**config.mk**
```make
export PLATFORM = sky130hd
export DESIGN_NAME = adc_sample_output_pipeline
export DESIGN_NICKNAME = d
export VERILOG_FILES = /design/src/design/adc_pipe_pkg.sv /design/src/design/adc_sample_output_pipeline.sv
export VERILOG_INCLUDE_DIRS = /design/src /design/src/design
export SDC_FILE = /design/constraint.sdc
export NUM_CORES = 1
export LEC_CHECK = 0
export ABC_AREA = 1
export CORE_ASPECT_RATIO = 0.5
export CORE_UTILIZATION = 30
export DETAILED_ROUTE_END_ITERATION = 6
export DONT_BUFFER_PORTS = 1
export GPL_TIMING_DRIVEN = 0
export SLEW_MARGIN = 10
export SYNTH_ARGS = -nofsm -noshare
export SYNTH_HDL_FRONTEND = slang
export SYNTH_SLANG_ARGS = --single-unit
```
**constraint.sdc**
```tcl
create_clock -name sys_clk -period 26.6 [get_ports sys_clk]
set_input_delay 1.33 -clock sys_clk [delete_from_list [all_inputs] [get_ports sys_clk]]
set_output_delay 1.33 -clock sys_clk [all_outputs]
set_load 0.01 [all_outputs]
```
**src/design/adc_pipe_consts.svh**
```systemverilog
/*
 * Constants of the sampling converter pipeline: reference window, converter
 * clock divider, output delay and capture FIFO size.
 * Assumes a 100 MHz system clock; included by its bare name.
 */
`ifndef ADC_PIPE_CONSTS_SVH
`define ADC_PIPE_CONSTS_SVH

// System clock period in ns
`define SYS_CLK_PERIOD_NS  10
// Converter clock is the system clock divided by this (25 MHz)
`define CONV_DIV           4
`define CONV_PHASE_W       2
`define CONV_RISE_PHASE    2'h0
`define CONV_FALL_PHASE    2'h2
// Rising edge to data update; least time, rounded up
`define OUTPUT_DELAY_TIME_NS 14
`define OUTPUT_DELAY_CYC   ((`OUTPUT_DELAY_TIME_NS + `SYS_CLK_PERIOD_NS - 1) / `SYS_CLK_PERIOD_NS)
// Input level is a 16-bit fraction of the reference
`define LEVEL_W            16
`define CODE_W             8
// 0.0665 of reference and 3/4 of reference
`define LEVEL_LOW          16'h1106
`define LEVEL_HIGH         16'hC000
`define LEVEL_SPAN         24'h00AEFA
`define CODE_ZERO          8'h00
`define CODE_FULL          8'hFF
`define CODE_STEPS         24'h0000FF
// Capture FIFO
`define FIFO_DEPTH         8
`define FIFO_PTR_W         3

`endif

```
**src/design/adc_pipe_pkg.sv**
```systemverilog
/*
 * Types shared by the converter pipeline and its testbench.
 * Assumes the constants header is compiled alongside.
 */
`include "adc_pipe_consts.svh"

package adc_pipe_pkg;
    typedef logic [`CODE_W-1:0]  code_type;
    typedef logic [`LEVEL_W-1:0] level_type;
endpackage : adc_pipe_pkg

```
**src/design/adc_sample_output_pipeline.sv**
```systemverilog
/*
 * Digital model of an 8-bit sampling converter: divided converter clock,
 * sampling on its falling edge, clamp to the reference window, pipeline to
 * the parallel output port with high-impedance control, and a capture FIFO copy.
 * Assumes all inputs are synchronous to sys_clk and the analog level is
 * given as an unsigned fraction of the reference.
 */
`include "adc_pipe_consts.svh"
`timescale 1ns/10ps

module capture_fifo #(
    parameter int WIDTH = 8,
    parameter int DEPTH = 8,
    parameter int PTR_W = 3
) (
    input  wire logic             sys_clk,
    input  wire logic             sys_rst,
    input  wire logic             in_valid,
    output logic                  in_ready,
    input  wire logic [WIDTH-1:0] in_data,
    output logic                  out_valid,
    input  wire logic             out_ready,
    output logic      [WIDTH-1:0] out_data
);
    logic [WIDTH-1:0] mem_r [DEPTH];
    logic [PTR_W-1:0] wr_ptr_r;
    logic [PTR_W-1:0] wr_ptr_nxt;
    logic [PTR_W-1:0] rd_ptr_r;
    logic [PTR_W-1:0] rd_ptr_nxt;
    logic [PTR_W:0]   count_r;
    logic [PTR_W:0]   count_nxt;
    logic             push;
    logic             pop;
    logic             in_ready_r;
    logic             in_ready_nxt;
    logic             out_valid_r;
    logic             out_valid_nxt;
    logic [WIDTH-1:0] out_data_r;
    logic [WIDTH-1:0] out_data_nxt;

    // Flags and head word are registered so the ports come straight from flops
    assign in_ready  = in_ready_r;
    assign out_valid = out_valid_r;
    assign out_data  = out_data_r;
    assign push      = in_valid && in_ready_r;
    assign pop       = out_valid_r && out_ready;

    // Pointer, count and registered flag update
    always_comb begin
        wr_ptr_nxt    = push ? wr_ptr_r + PTR_W'(1) : wr_ptr_r;
        rd_ptr_nxt    = pop ? rd_ptr_r + PTR_W'(1) : rd_ptr_r;
        count_nxt     = count_r + {{PTR_W{1'b0}}, push} - {{PTR_W{1'b0}}, pop};
        in_ready_nxt  = (count_nxt != (PTR_W+1)'(DEPTH));
        out_valid_nxt = (count_nxt != '0);
        // A word written into the next head slot bypasses the array
        out_data_nxt  = (push && (wr_ptr_r == rd_ptr_nxt)) ? in_data : mem_r[rd_ptr_nxt];
    end

    always_ff @(posedge sys_clk) begin
        if (sys_rst) begin
            wr_ptr_r    <= '0;
            rd_ptr_r    <= '0;
            count_r     <= '0;
            in_ready_r  <= 1'b1;
            out_valid_r <= 1'b0;
            out_data_r  <= '0;
        end else begin
            wr_ptr_r    <= wr_ptr_nxt;
            rd_ptr_r    <= rd_ptr_nxt;
            count_r     <= count_nxt;
            in_ready_r  <= in_ready_nxt;
            out_valid_r <= out_valid_nxt;
            out_data_r  <= out_data_nxt;
        end
    end

    // Storage has no reset; only written words are ever read
    always_ff @(posedge sys_clk) begin
        if (push) begin
            mem_r[wr_ptr_r] <= in_data;
        end
    end
endmodule : capture_fifo

// Contract
// RL1: One new output word per converter clock.
// RL2: Sample taken at converter clock falling edge.
// RL3: Code appears 2.5 cycles plus delay later.
// RL4: Outputs change only after a rising edge.
// RL5: Conversion runs whatever the output enable.
// RL6: Drive outputs only while enable held low.
// RL7: Enable or power-down high means high impedance.
// RL8: Clamp to zeros below, ones above window.
// RL9: Each word carries eight result bits.
// RL10: Capture discards three words after restart.
module adc_sample_output_pipeline (
    input  wire logic                    sys_clk,
    input  wire logic                    sys_rst,
    input  wire logic                    conv_clock_run,
    input  wire adc_pipe_pkg::level_type analog_input,
    input  wire logic                    out_en_n,
    input  wire logic                    power_down_pin,
    output logic [`CODE_W-1:0]           data_out,
    output logic [`CODE_W-1:0]           data_oe_n,
    output logic                         cap_valid,
    input  wire logic                    cap_ready,
    output logic [`CODE_W-1:0]           cap_data,
    output logic                         cap_in_ready,
    output logic                         overrun,
    input  wire logic                    overrun_clear
);
    localparam int OD_CYC = `OUTPUT_DELAY_CYC;

    logic [`CONV_PHASE_W-1:0] phase_r;
    logic [`CONV_PHASE_W-1:0] phase_nxt;
    logic                     running;
    logic                     rise_en;
    logic                     fall_en;
    logic [OD_CYC-1:0]        rise_dly_r;
    logic [OD_CYC-1:0]        rise_dly_nxt;
    logic                     upd_en;
    adc_pipe_pkg::code_type   code_w;
    logic [23:0]              scaled;
    adc_pipe_pkg::code_type   stage0_r;
    adc_pipe_pkg::code_type   stage1_r;
    adc_pipe_pkg::code_type   stage2_r;
    adc_pipe_pkg::code_type   stage3_r;
    adc_pipe_pkg::code_type   stage0_nxt;
    adc_pipe_pkg::code_type   stage1_nxt;
    adc_pipe_pkg::code_type   stage2_nxt;
    adc_pipe_pkg::code_type   stage3_nxt;
    adc_pipe_pkg::code_type   data_out_r;
    adc_pipe_pkg::code_type   data_out_nxt;
    adc_pipe_pkg::code_type   data_oe_n_r;
    adc_pipe_pkg::code_type   data_oe_n_nxt;
    logic                     fifo_in_ready;
    logic                     fifo_push_r;
    logic                     fifo_push_nxt;
    logic                     overrun_r;
    logic                     overrun_nxt;

    // Converter runs only with its clock applied and out of power-down
    assign running = conv_clock_run && !power_down_pin;
    assign rise_en = running && (phase_r == `CONV_RISE_PHASE);
    assign fall_en = running && (phase_r == `CONV_FALL_PHASE);
    assign upd_en  = rise_dly_r[OD_CYC-1];

    // Divider; power-down parks it so the first edge after release is a rise
    always_comb begin
        if (power_down_pin) begin
            phase_nxt = `CONV_RISE_PHASE;
        end else if (conv_clock_run) begin
            phase_nxt = phase_r + 2'h1;
        end else begin
            phase_nxt = phase_r;
        end
        rise_dly_nxt = {rise_dly_r[OD_CYC-2:0], rise_en};
    end

    always_ff @(posedge sys_clk) begin
        if (sys_rst) begin
            phase_r    <= `CONV_RISE_PHASE;
            rise_dly_r <= '0;
        end else begin
            phase_r    <= phase_nxt;
            rise_dly_r <= rise_dly_nxt;
        end
    end

    // Quantiser; constant divide trades area for a single-cycle result
    assign scaled = (24'(analog_input - `LEVEL_LOW) * `CODE_STEPS) / `LEVEL_SPAN;

    always_comb begin
        if (analog_input < `LEVEL_LOW) begin
            code_w = `CODE_ZERO;                            // [RL8]
        end else if (analog_input > `LEVEL_HIGH) begin
            code_w = `CODE_FULL;                            // [RL8]
        end else begin
            code_w = scaled[`CODE_W-1:0];                   // [RL9]
        end
    end

    // Sample on fall, then three rises to the output stage
    always_comb begin
        stage0_nxt = fall_en ? code_w : stage0_r;           // [RL2] [RL5]
        stage1_nxt = rise_en ? stage0_r : stage1_r;         // [RL3]
        stage2_nxt = rise_en ? stage1_r : stage2_r;
        stage3_nxt = rise_en ? stage2_r : stage3_r;
        data_out_nxt = upd_en ? stage3_r : data_out_r;      // [RL1] [RL4]
    end

    // Power-down flushes the pipeline; stale words read as zero
    always_ff @(posedge sys_clk) begin
        if (sys_rst || power_down_pin) begin
            stage0_r   <= `CODE_ZERO;
            stage1_r   <= `CODE_ZERO;
            stage2_r   <= `CODE_ZERO;
            stage3_r   <= `CODE_ZERO;
            data_out_r <= `CODE_ZERO;
        end else begin
            stage0_r   <= stage0_nxt;
            stage1_r   <= stage1_nxt;
            stage2_r   <= stage2_nxt;
            stage3_r   <= stage3_nxt;
            data_out_r <= data_out_nxt;
        end
    end

    // Pin enables; low enable means driven
    always_comb begin
        data_oe_n_nxt = (out_en_n || power_down_pin) ? `CODE_FULL : `CODE_ZERO; // [RL6] [RL7]
    end

    always_ff @(posedge sys_clk) begin
        if (sys_rst) begin
            data_oe_n_r <= `CODE_FULL;
        end else begin
            data_oe_n_r <= data_oe_n_nxt;
        end
    end

    // Copy every presented word to the capture FIFO, one cycle behind the pin
    always_comb begin
        fifo_push_nxt = upd_en && !power_down_pin;
        if (fifo_push_r && !fifo_in_ready) begin
            overrun_nxt = 1'b1;                             // Set wins over clear
        end else if (overrun_clear) begin
            overrun_nxt = 1'b0;
        end else begin
            overrun_nxt = overrun_r;
        end
    end

    always_ff @(posedge sys_clk) begin
        if (sys_rst) begin
            fifo_push_r <= 1'b0;
            overrun_r   <= 1'b0;
        end else begin
            fifo_push_r <= fifo_push_nxt;
            overrun_r   <= overrun_nxt;
        end
    end

    // Words arriving while full are dropped and flagged; the converter never stalls
    capture_fifo #(
        .WIDTH (`CODE_W),
        .DEPTH (`FIFO_DEPTH),
        .PTR_W (`FIFO_PTR_W)
    ) u_capture_fifo (
        .sys_clk   (sys_clk),
        .sys_rst   (sys_rst),
        .in_valid  (fifo_push_r),
        .in_ready  (fifo_in_ready),
        .in_data   (data_out_r),
        .out_valid (cap_valid),
        .out_ready (cap_ready),
        .out_data  (cap_data)
    );

    assign data_out     = data_out_r;
    assign data_oe_n    = data_oe_n_r;
    assign cap_in_ready = fifo_in_ready;
    assign overrun      = overrun_r;

    // Output update follows every rise by the output delay
    a_rate_rise_update: assert property (@(posedge sys_clk) disable iff (sys_rst || power_down_pin) // [RL1]
        rise_en |-> ##2 upd_en)
        else $error("update missing after rising edge");

    // No second update inside one converter period
    a_rate_single_word: assert property (@(posedge sys_clk) disable iff (sys_rst) // [RL1]
        upd_en |=> !upd_en [*3])
        else $error("two words in one period");

    // Sample stage loads the clamped code at the falling edge
    a_sample_at_fall: assert property (@(posedge sys_clk) disable iff (sys_rst || power_down_pin) // [RL2]
        fall_en |=> stage0_r == $past(code_w))
        else $error("sample not taken at falling edge");

    // Code taken at a fall reaches the pins 13 system cycles later
    a_latency_exact: assert property (@(posedge sys_clk) // [RL3]
        disable iff (sys_rst || power_down_pin || !conv_clock_run)
        fall_en |-> ##13 data_out_r == $past(code_w, 13))
        else $error("pipeline latency wrong");

    // Pin word changes only on the delayed rising edge
    a_update_after_rise: assert property (@(posedge sys_clk) disable iff (sys_rst || power_down_pin) // [RL4]
        (data_out_r != $past(data_out_r)) |-> $past(upd_en))
        else $error("output changed away from rising edge");

    // Disabled outputs do not stop sampling
    a_convert_disabled: assert property (@(posedge sys_clk) disable iff (sys_rst || power_down_pin) // [RL5]
        (fall_en && out_en_n) |=> stage0_r == $past(code_w))
        else $error("conversion halted by output enable");

    // Pins driven only after enable low and power-down low
    a_drive_only_enabled: assert property (@(posedge sys_clk) disable iff (sys_rst) // [RL6]
        (data_oe_n_r == `CODE_ZERO) |-> $past(!out_en_n && !power_down_pin))
        else $error("pins driven while disabled");

    // Either control high floats all eight pins next cycle
    a_hiz_disable: assert property (@(posedge sys_clk) disable iff (sys_rst) // [RL7]
        (out_en_n || power_down_pin) |=> data_oe_n_r == `CODE_FULL)
        else $error("pins not floated");

    // Below the window clamps to zeros
    a_clamp_low: assert property (@(posedge sys_clk) disable iff (sys_rst || power_down_pin) // [RL8]
        (fall_en && analog_input < `LEVEL_LOW) |=> stage0_r == `CODE_ZERO)
        else $error("low clamp wrong");

    // Above three quarters clamps to full scale
    a_clamp_high: assert property (@(posedge sys_clk) disable iff (sys_rst || power_down_pin) // [RL8]
        (fall_en && analog_input > `LEVEL_HIGH) |=> stage0_r == `CODE_FULL)
        else $error("high clamp wrong");

    // Whole eight-bit word moves from last stage to pins
    a_word_width: assert property (@(posedge sys_clk) disable iff (sys_rst || power_down_pin) // [RL9]
        upd_en |=> data_out_r == $past(stage3_r))
        else $error("output word corrupted");

    // Overrun flag keeps a drop that meets a clear
    a_overrun_set_wins: assert property (@(posedge sys_clk) disable iff (sys_rst)
        (fifo_push_r && !fifo_in_ready) |=> overrun_r)
        else $error("overrun lost");
endmodule : adc_sample_output_pipeline

```
# --- Yosys cells after proc, flatten, opt, wreduce, memory -nomap -nowiden ---
# Memory sizes are Yosys's and may differ from the RTL's. A register that Yosys moved wholly into a read port is not among the register bits.
# Cells that the tools add are included.
totals:
  reg_bits: 66
  ram_bits: 64
  input_bits: 23
  wordCells: 51
  mem_count: 1
mem_list:
  columns: ["name", "depth", "width", "rd", "rd_clocked_by_memory_dff", "write_ports", "line_no", "source"]
  rows:
  - ["u_capture_fifo.mem_r", 8, 8, 1, 1, 1, "adc_sample_output_pipeline.sv:25", "logic [WIDTH-1:0] mem_r [DEPTH];"]
classes:
  n_addsub: 6
  multipliers: 1
  div_mod_pow: 1
  order_cmp: 2
  eq_ne: 2
  mux: 8
  n_reduce_logical: 15
op_table:
  columns: ["operator", "n"]
  rows:
  - ["24-bit by 16-bit divider with 24-bit output (second input constant)", 1]
  - ["17-bit by 9-bit multiplier with 24-bit output (second input constant)", 1]
  - ["8-bit 2-to-1 mux", 3]
  - ["16-bit by 13-bit subtractor with 17-bit output (second input constant)", 1]
  - ["16-bit greater-than comparator (second input constant)", 1]
  - ["16-bit by 13-bit < comparator with 1-bit output (second input constant)", 1]
  - ["1-bit logical AND", 7]
  - ["3-bit by 1-bit adder with 3-bit output (second input constant)", 2]
  - ["4-bit by 1-bit adder with 4-bit output", 1]
  - ["1-bit 2-to-1 mux", 4]
  - ["4-bit inequality test (second input constant)", 1]
  - ["4-bit nonzero test", 1]
  - ["4-bit by 1-bit subtractor with 4-bit output", 1]
  - ["3-bit 2-to-1 mux", 1]
  - ["2-bit by 1-bit adder with 2-bit output (second input constant)", 1]
  - ["2-bit equality test (second input constant)", 1]
  - ["1-bit zero test", 2]
  - ["2-bit zero test", 1]
  - ["1-bit logical OR", 2]
  - ["2-bit nonzero test", 1]
  - ["2-bit OR reduction", 1]

# --- Longest topological paths before layout ---
depth:
  depth_word: 5
  depth_mapped: 108
  depth_no_buf: 105

# --- Cells and area by module ---
# From an unflattened synthesis, not the netlist that was laid out.
unflattened:
  hier_cells: 2388
  hier_area_um2: 15102.0
modules_own_cells:
  columns: ["mod", "n_inst", "cells_each", "area_each_um2", "seq_area_each_um2"]
  rows:
  - ["adc_sample_output_pipeline", 1, 2042, 11523.6, 940.9]
  - ["capture_fifo", 1, 346, 3578.4, 2322.2]

# --- Worst setup path after synthesis ---
# No wires, ideal clock.
synth_path:
  path_type: "input to register"
  start: "input analog_input[1]"
  end: "register stage0_r[0]"
  setup_time_ns: 0.072
  arrival_time_ns: 12.450
  path_slack_ns: 14.078
  cell_stages: 92
  path_buffers: 9
  path_cell_list: "ha_1 > nor3_1 > nand3_1 > nand2_1 > xor2_1 > xor2_1 > xor2_1 > inv_1 > fa_1 > inv_1 > fa_1 > inv_1 > fa_1 > inv_1 > ha_1 > nand2_1 > nor2_2 > inv_1 > (+56 left out) > nand2_8 > buf_8 > nand2_2 > nand2_2 > a21oi_4 > nand3_1 > inv_1 > nand2_2 > nand2_4 > buf_6 > nand3_2 > nand2_1 > nand2_1 > nor2_1 > nand2_1 > nor2_1 > o21bai_1 > a21oi_1"
synth_between:
  elab_chain_cells: 5
  elab_cells_between_ends: 7
synth_lines:
  columns: ["element", "line_no", "source"]
  rows:
  - ["start: declaration", "adc_sample_output_pipeline.sv:100", "input wire adc_pipe_pkg::level_type analog_input,"]
  - ["16-bit by 13-bit subtractor with 17-bit output (no source line)", null, null]
  - ["17-bit by 9-bit multiplier with 24-bit output (no source line)", null, null]
  - ["24-bit by 16-bit divider with 24-bit output (no source line)", null, null]
  - ["8-bit 2-to-1 mux", "adc_sample_output_pipeline.sv:176", "end else if (analog_input > `LEVEL_HIGH) begin"]
  - ["8-bit 2-to-1 mux (*)", "adc_sample_output_pipeline.sv:174", "if (analog_input < `LEVEL_LOW) begin"]
  - ["end signal: assignment", "adc_sample_output_pipeline.sv:195", "stage0_r <= `CODE_ZERO;"]
  - ["end signal: assignment", "adc_sample_output_pipeline.sv:201", "stage0_r <= stage0_nxt;"]
  - ["end: declaration", "adc_sample_output_pipeline.sv:124", "adc_pipe_pkg::code_type stage0_r;"]
# Mark *: on every way between the ends. The rest lies on a longest branch, timed or not.
# A chain may end at the register's enable or synchronous reset.

# --- Worst setup path in the final report ---
# Same ends and word-level chain as after synthesis.

==> impl_metrics.ini <==
[hold_path]
hp-start = rise_dly_r[0]
hold_end = rise_dly_r[1]
hold_class = register to register
hold_depth = 2

[die]
start_util = 0.305
die_h_microns = 160
rows = 57
core_area_sq_mm = 0.0488
pin_count = 50
die_area_sq_mm = 0.0506
die_w_microns = 317

[cts]
cts_setup_buffers = 0
cts_max_level = 4
cts_buffer_depth = 2
cts_tree = built
clk_pin_slew_worst_paths_ns = 0.05
holdBufCountCts = 0
clkSinkCount = 131
clock_latency_ns = 0.41
cts_buffers = 17
cts_resized = 0
cts_root_buf = clkbuf_16

[worst_setup_path]
rr_worst_depth = 10
cp-startpoint = analog_input[1]
r2r_end = u_capture_fifo.out_data[0]
cpMostUsedCell = nand2_1
crit_path_start_kind = input pin
r2r_start = u_capture_fifo.rd_ptr_r[0]
r2r_slack_ns = 23.79
required_ns = 26.94
end_kind = register
critPathSlowestCell = fa_1
slowest_delay_ns = 0.53
criticalPathCategory = input pin to register
crit_path_max_fanout = 10
arrival_ns = 15.00

[finish]
nets = 2525
regArea_sq_mm = 0.00326
drive_gt1_frac = 0.0929
insertedDiodeCount = 0
utilization = 0.334
fill_cells = 5384
synthToLayoutAreaGrowth_pct = 9.56
fin_area_sq_mm = 0.0163
multi_input_area_sq_mm = 0.00972

[synth]
synth_cells = 2369
ys_seq_elements = 131
synth_top_area_frac = 0.186
synth_common_cells = nand2_1 (738), inv_1 (371), nor2_1 (230), nand3_1 (211), o21ai_0 (111)
synth_edf_count = 64
syn_area_per_cell_sq_um = 6.29
synth_flop_cell = dfxtp_1
yosysSeqAreaShare = 0.219
synth_fp_nets = 2506
synth.most_common_cell = nand2_1
async_flop_share = 0
ys_warn_count = 0
yosysTopAreaCell = nand2_1
synth_area_sq_mm = 0.0149
synthTopCellsByArea = nand2_1 (19%), edfxtp_1 (13%), inv_1 (9.4%)
synth_cell_types = 48

[timing]
finalCriticalPeriod_ns = 14.66
worst_slew_pin_slew_ns = 1.17
report.final.slew_viol_count = 0
relSlewSlack = 0.213
fin_setup_tns_ns = 0
timing.hold.ws_ns = 0.398
setup_viol = 0
skew_ns = 0.00698
period_share = 0.551
rsz0062_at_grt = false
fmax_ghz = 0.0682
hold_violations = 0

[placement]
dp_hpwl_mm = 30.2
place_congestion = 0.905
portBuffers = 0
placed_area_sq_mm = 0.0157

[detailed_routing]
drc = 0
routed_wl_mm = 36.7
dr_total_vias = 14000
vias_per_cell = 4.59
drtPass1Iterations = 6
drt_iter0_markers = 994
antenna_left = 0
wl_per_cell_microns = 12.0

[global_routing]
grtUsageTotal = 0.147
grt_overflow = 0
grt_pass1_wl_mm = 62.9
grt_max_degree = 17
grt_pass1_vias = 13100
grt_antenna_before_repair = 0

[job]
drv_cap = 0

[run_status]
outcome = complete, no violations
==> sequential cells by signal, summed over array words and instances, names as in the netlist, 2 cells and up <==
| name | count |
|---|---|
| u_capture_fifo.out_data | 8 |
| stage3_r | 8 |
| stage1_r | 8 |
| stage0_r | 8 |
| stage2_r | 8 |
| u_capture_fifo.mem_r | 64 |
| data_out | 8 |
| phase_r | 2 |
| u_capture_fifo.count_r | 4 |
| u_capture_fifo.wr_ptr_r | 3 |
| rise_dly_r | 2 |
| u_capture_fifo.rd_ptr_r | 3 |
==> placed cells by master (no fill, tap or decap), types with 23 or more instances in the layout <==
cell	n
nor2_1	230
dfxtp_1	67
nand2_1	738
o21ai_0	111
edfxtp_1	64
ha_1	47
fa_1	67
inv_2	44
nand4_1	38
nand3_1	211
xor2_1	32
nand2_2	53
clkbuf_1	23
inv_1	371
a21oi_1	97
==> metal layers <==
metal  GRT usage  wire [microns]  up-vias  part of all wire
li1            -               -     7471                 -
met1       0.197           17900     6296              0.49
met2       0.260           17600      224              0.48
met3      0.0130             953       17             0.026
met4      0.0250             229        0            0.0062
met5           0               0        -                 0
==> layout make-up <==
type / count / area share
multi-input combinational: 1769 / 0.596
sequential: 131 / 0.200
inverter: 421 / 0.0968
tap: 649 / 0.0498
clock buffer: 30 / 0.0354
buffer: 48 / 0.0202
clock inverter: 2 / 0.00215
==> worst max path at each step <==
stage	slack, ns	endpoint	depth (start not counted)
2_1_floorplan	14.08	stage0_r[0]	92
3_3_place_gp	11.63	stage0_r[0]	92
3_5_place_dp	11.54	stage0_r[0]	93
4_1_cts	11.95	stage0_r[0]	93
5_1_grt	10.57	stage0_r[0]	92
6_report	11.94	stage0_r[0]	91
==> through the flow <==
stage               setup WS, ns  cells
finish                     11.94   3050
global route               10.57   3050
CTS                        11.95   3050
detailed placement         11.54   3018
global placement           11.63   3018
floorplan                  14.08   2369
==> worst max-delay path, delay by kind of cell <==
family / cells / cell delay [ns]
and+or+nand+nor: 58 / 7.33
adders and majority gates: 5 / 2.18
buffers and inverters: 17 / 1.97
AOI/OAI and AO/OA: 8 / 1.28
xor gates and xnor gates: 3 / 0.85
==> logic make-up after synthesis <==
| logic type | after synthesis | share of synthesized area |
|---|---|---|
| fa+ha+maj | 114 | 0.130 |
| xor+xnor | 45 | 0.0270 |
| compound gates | 261 | 0.0945 |
| flops | 131 | 0.219 |
| buf+inv | 469 | 0.128 |
| simple gates | 1349 | 0.402 |
Power is not shown: default switching activity piles up to over one toggle a cycle in this logic, so the estimate is an artifact.
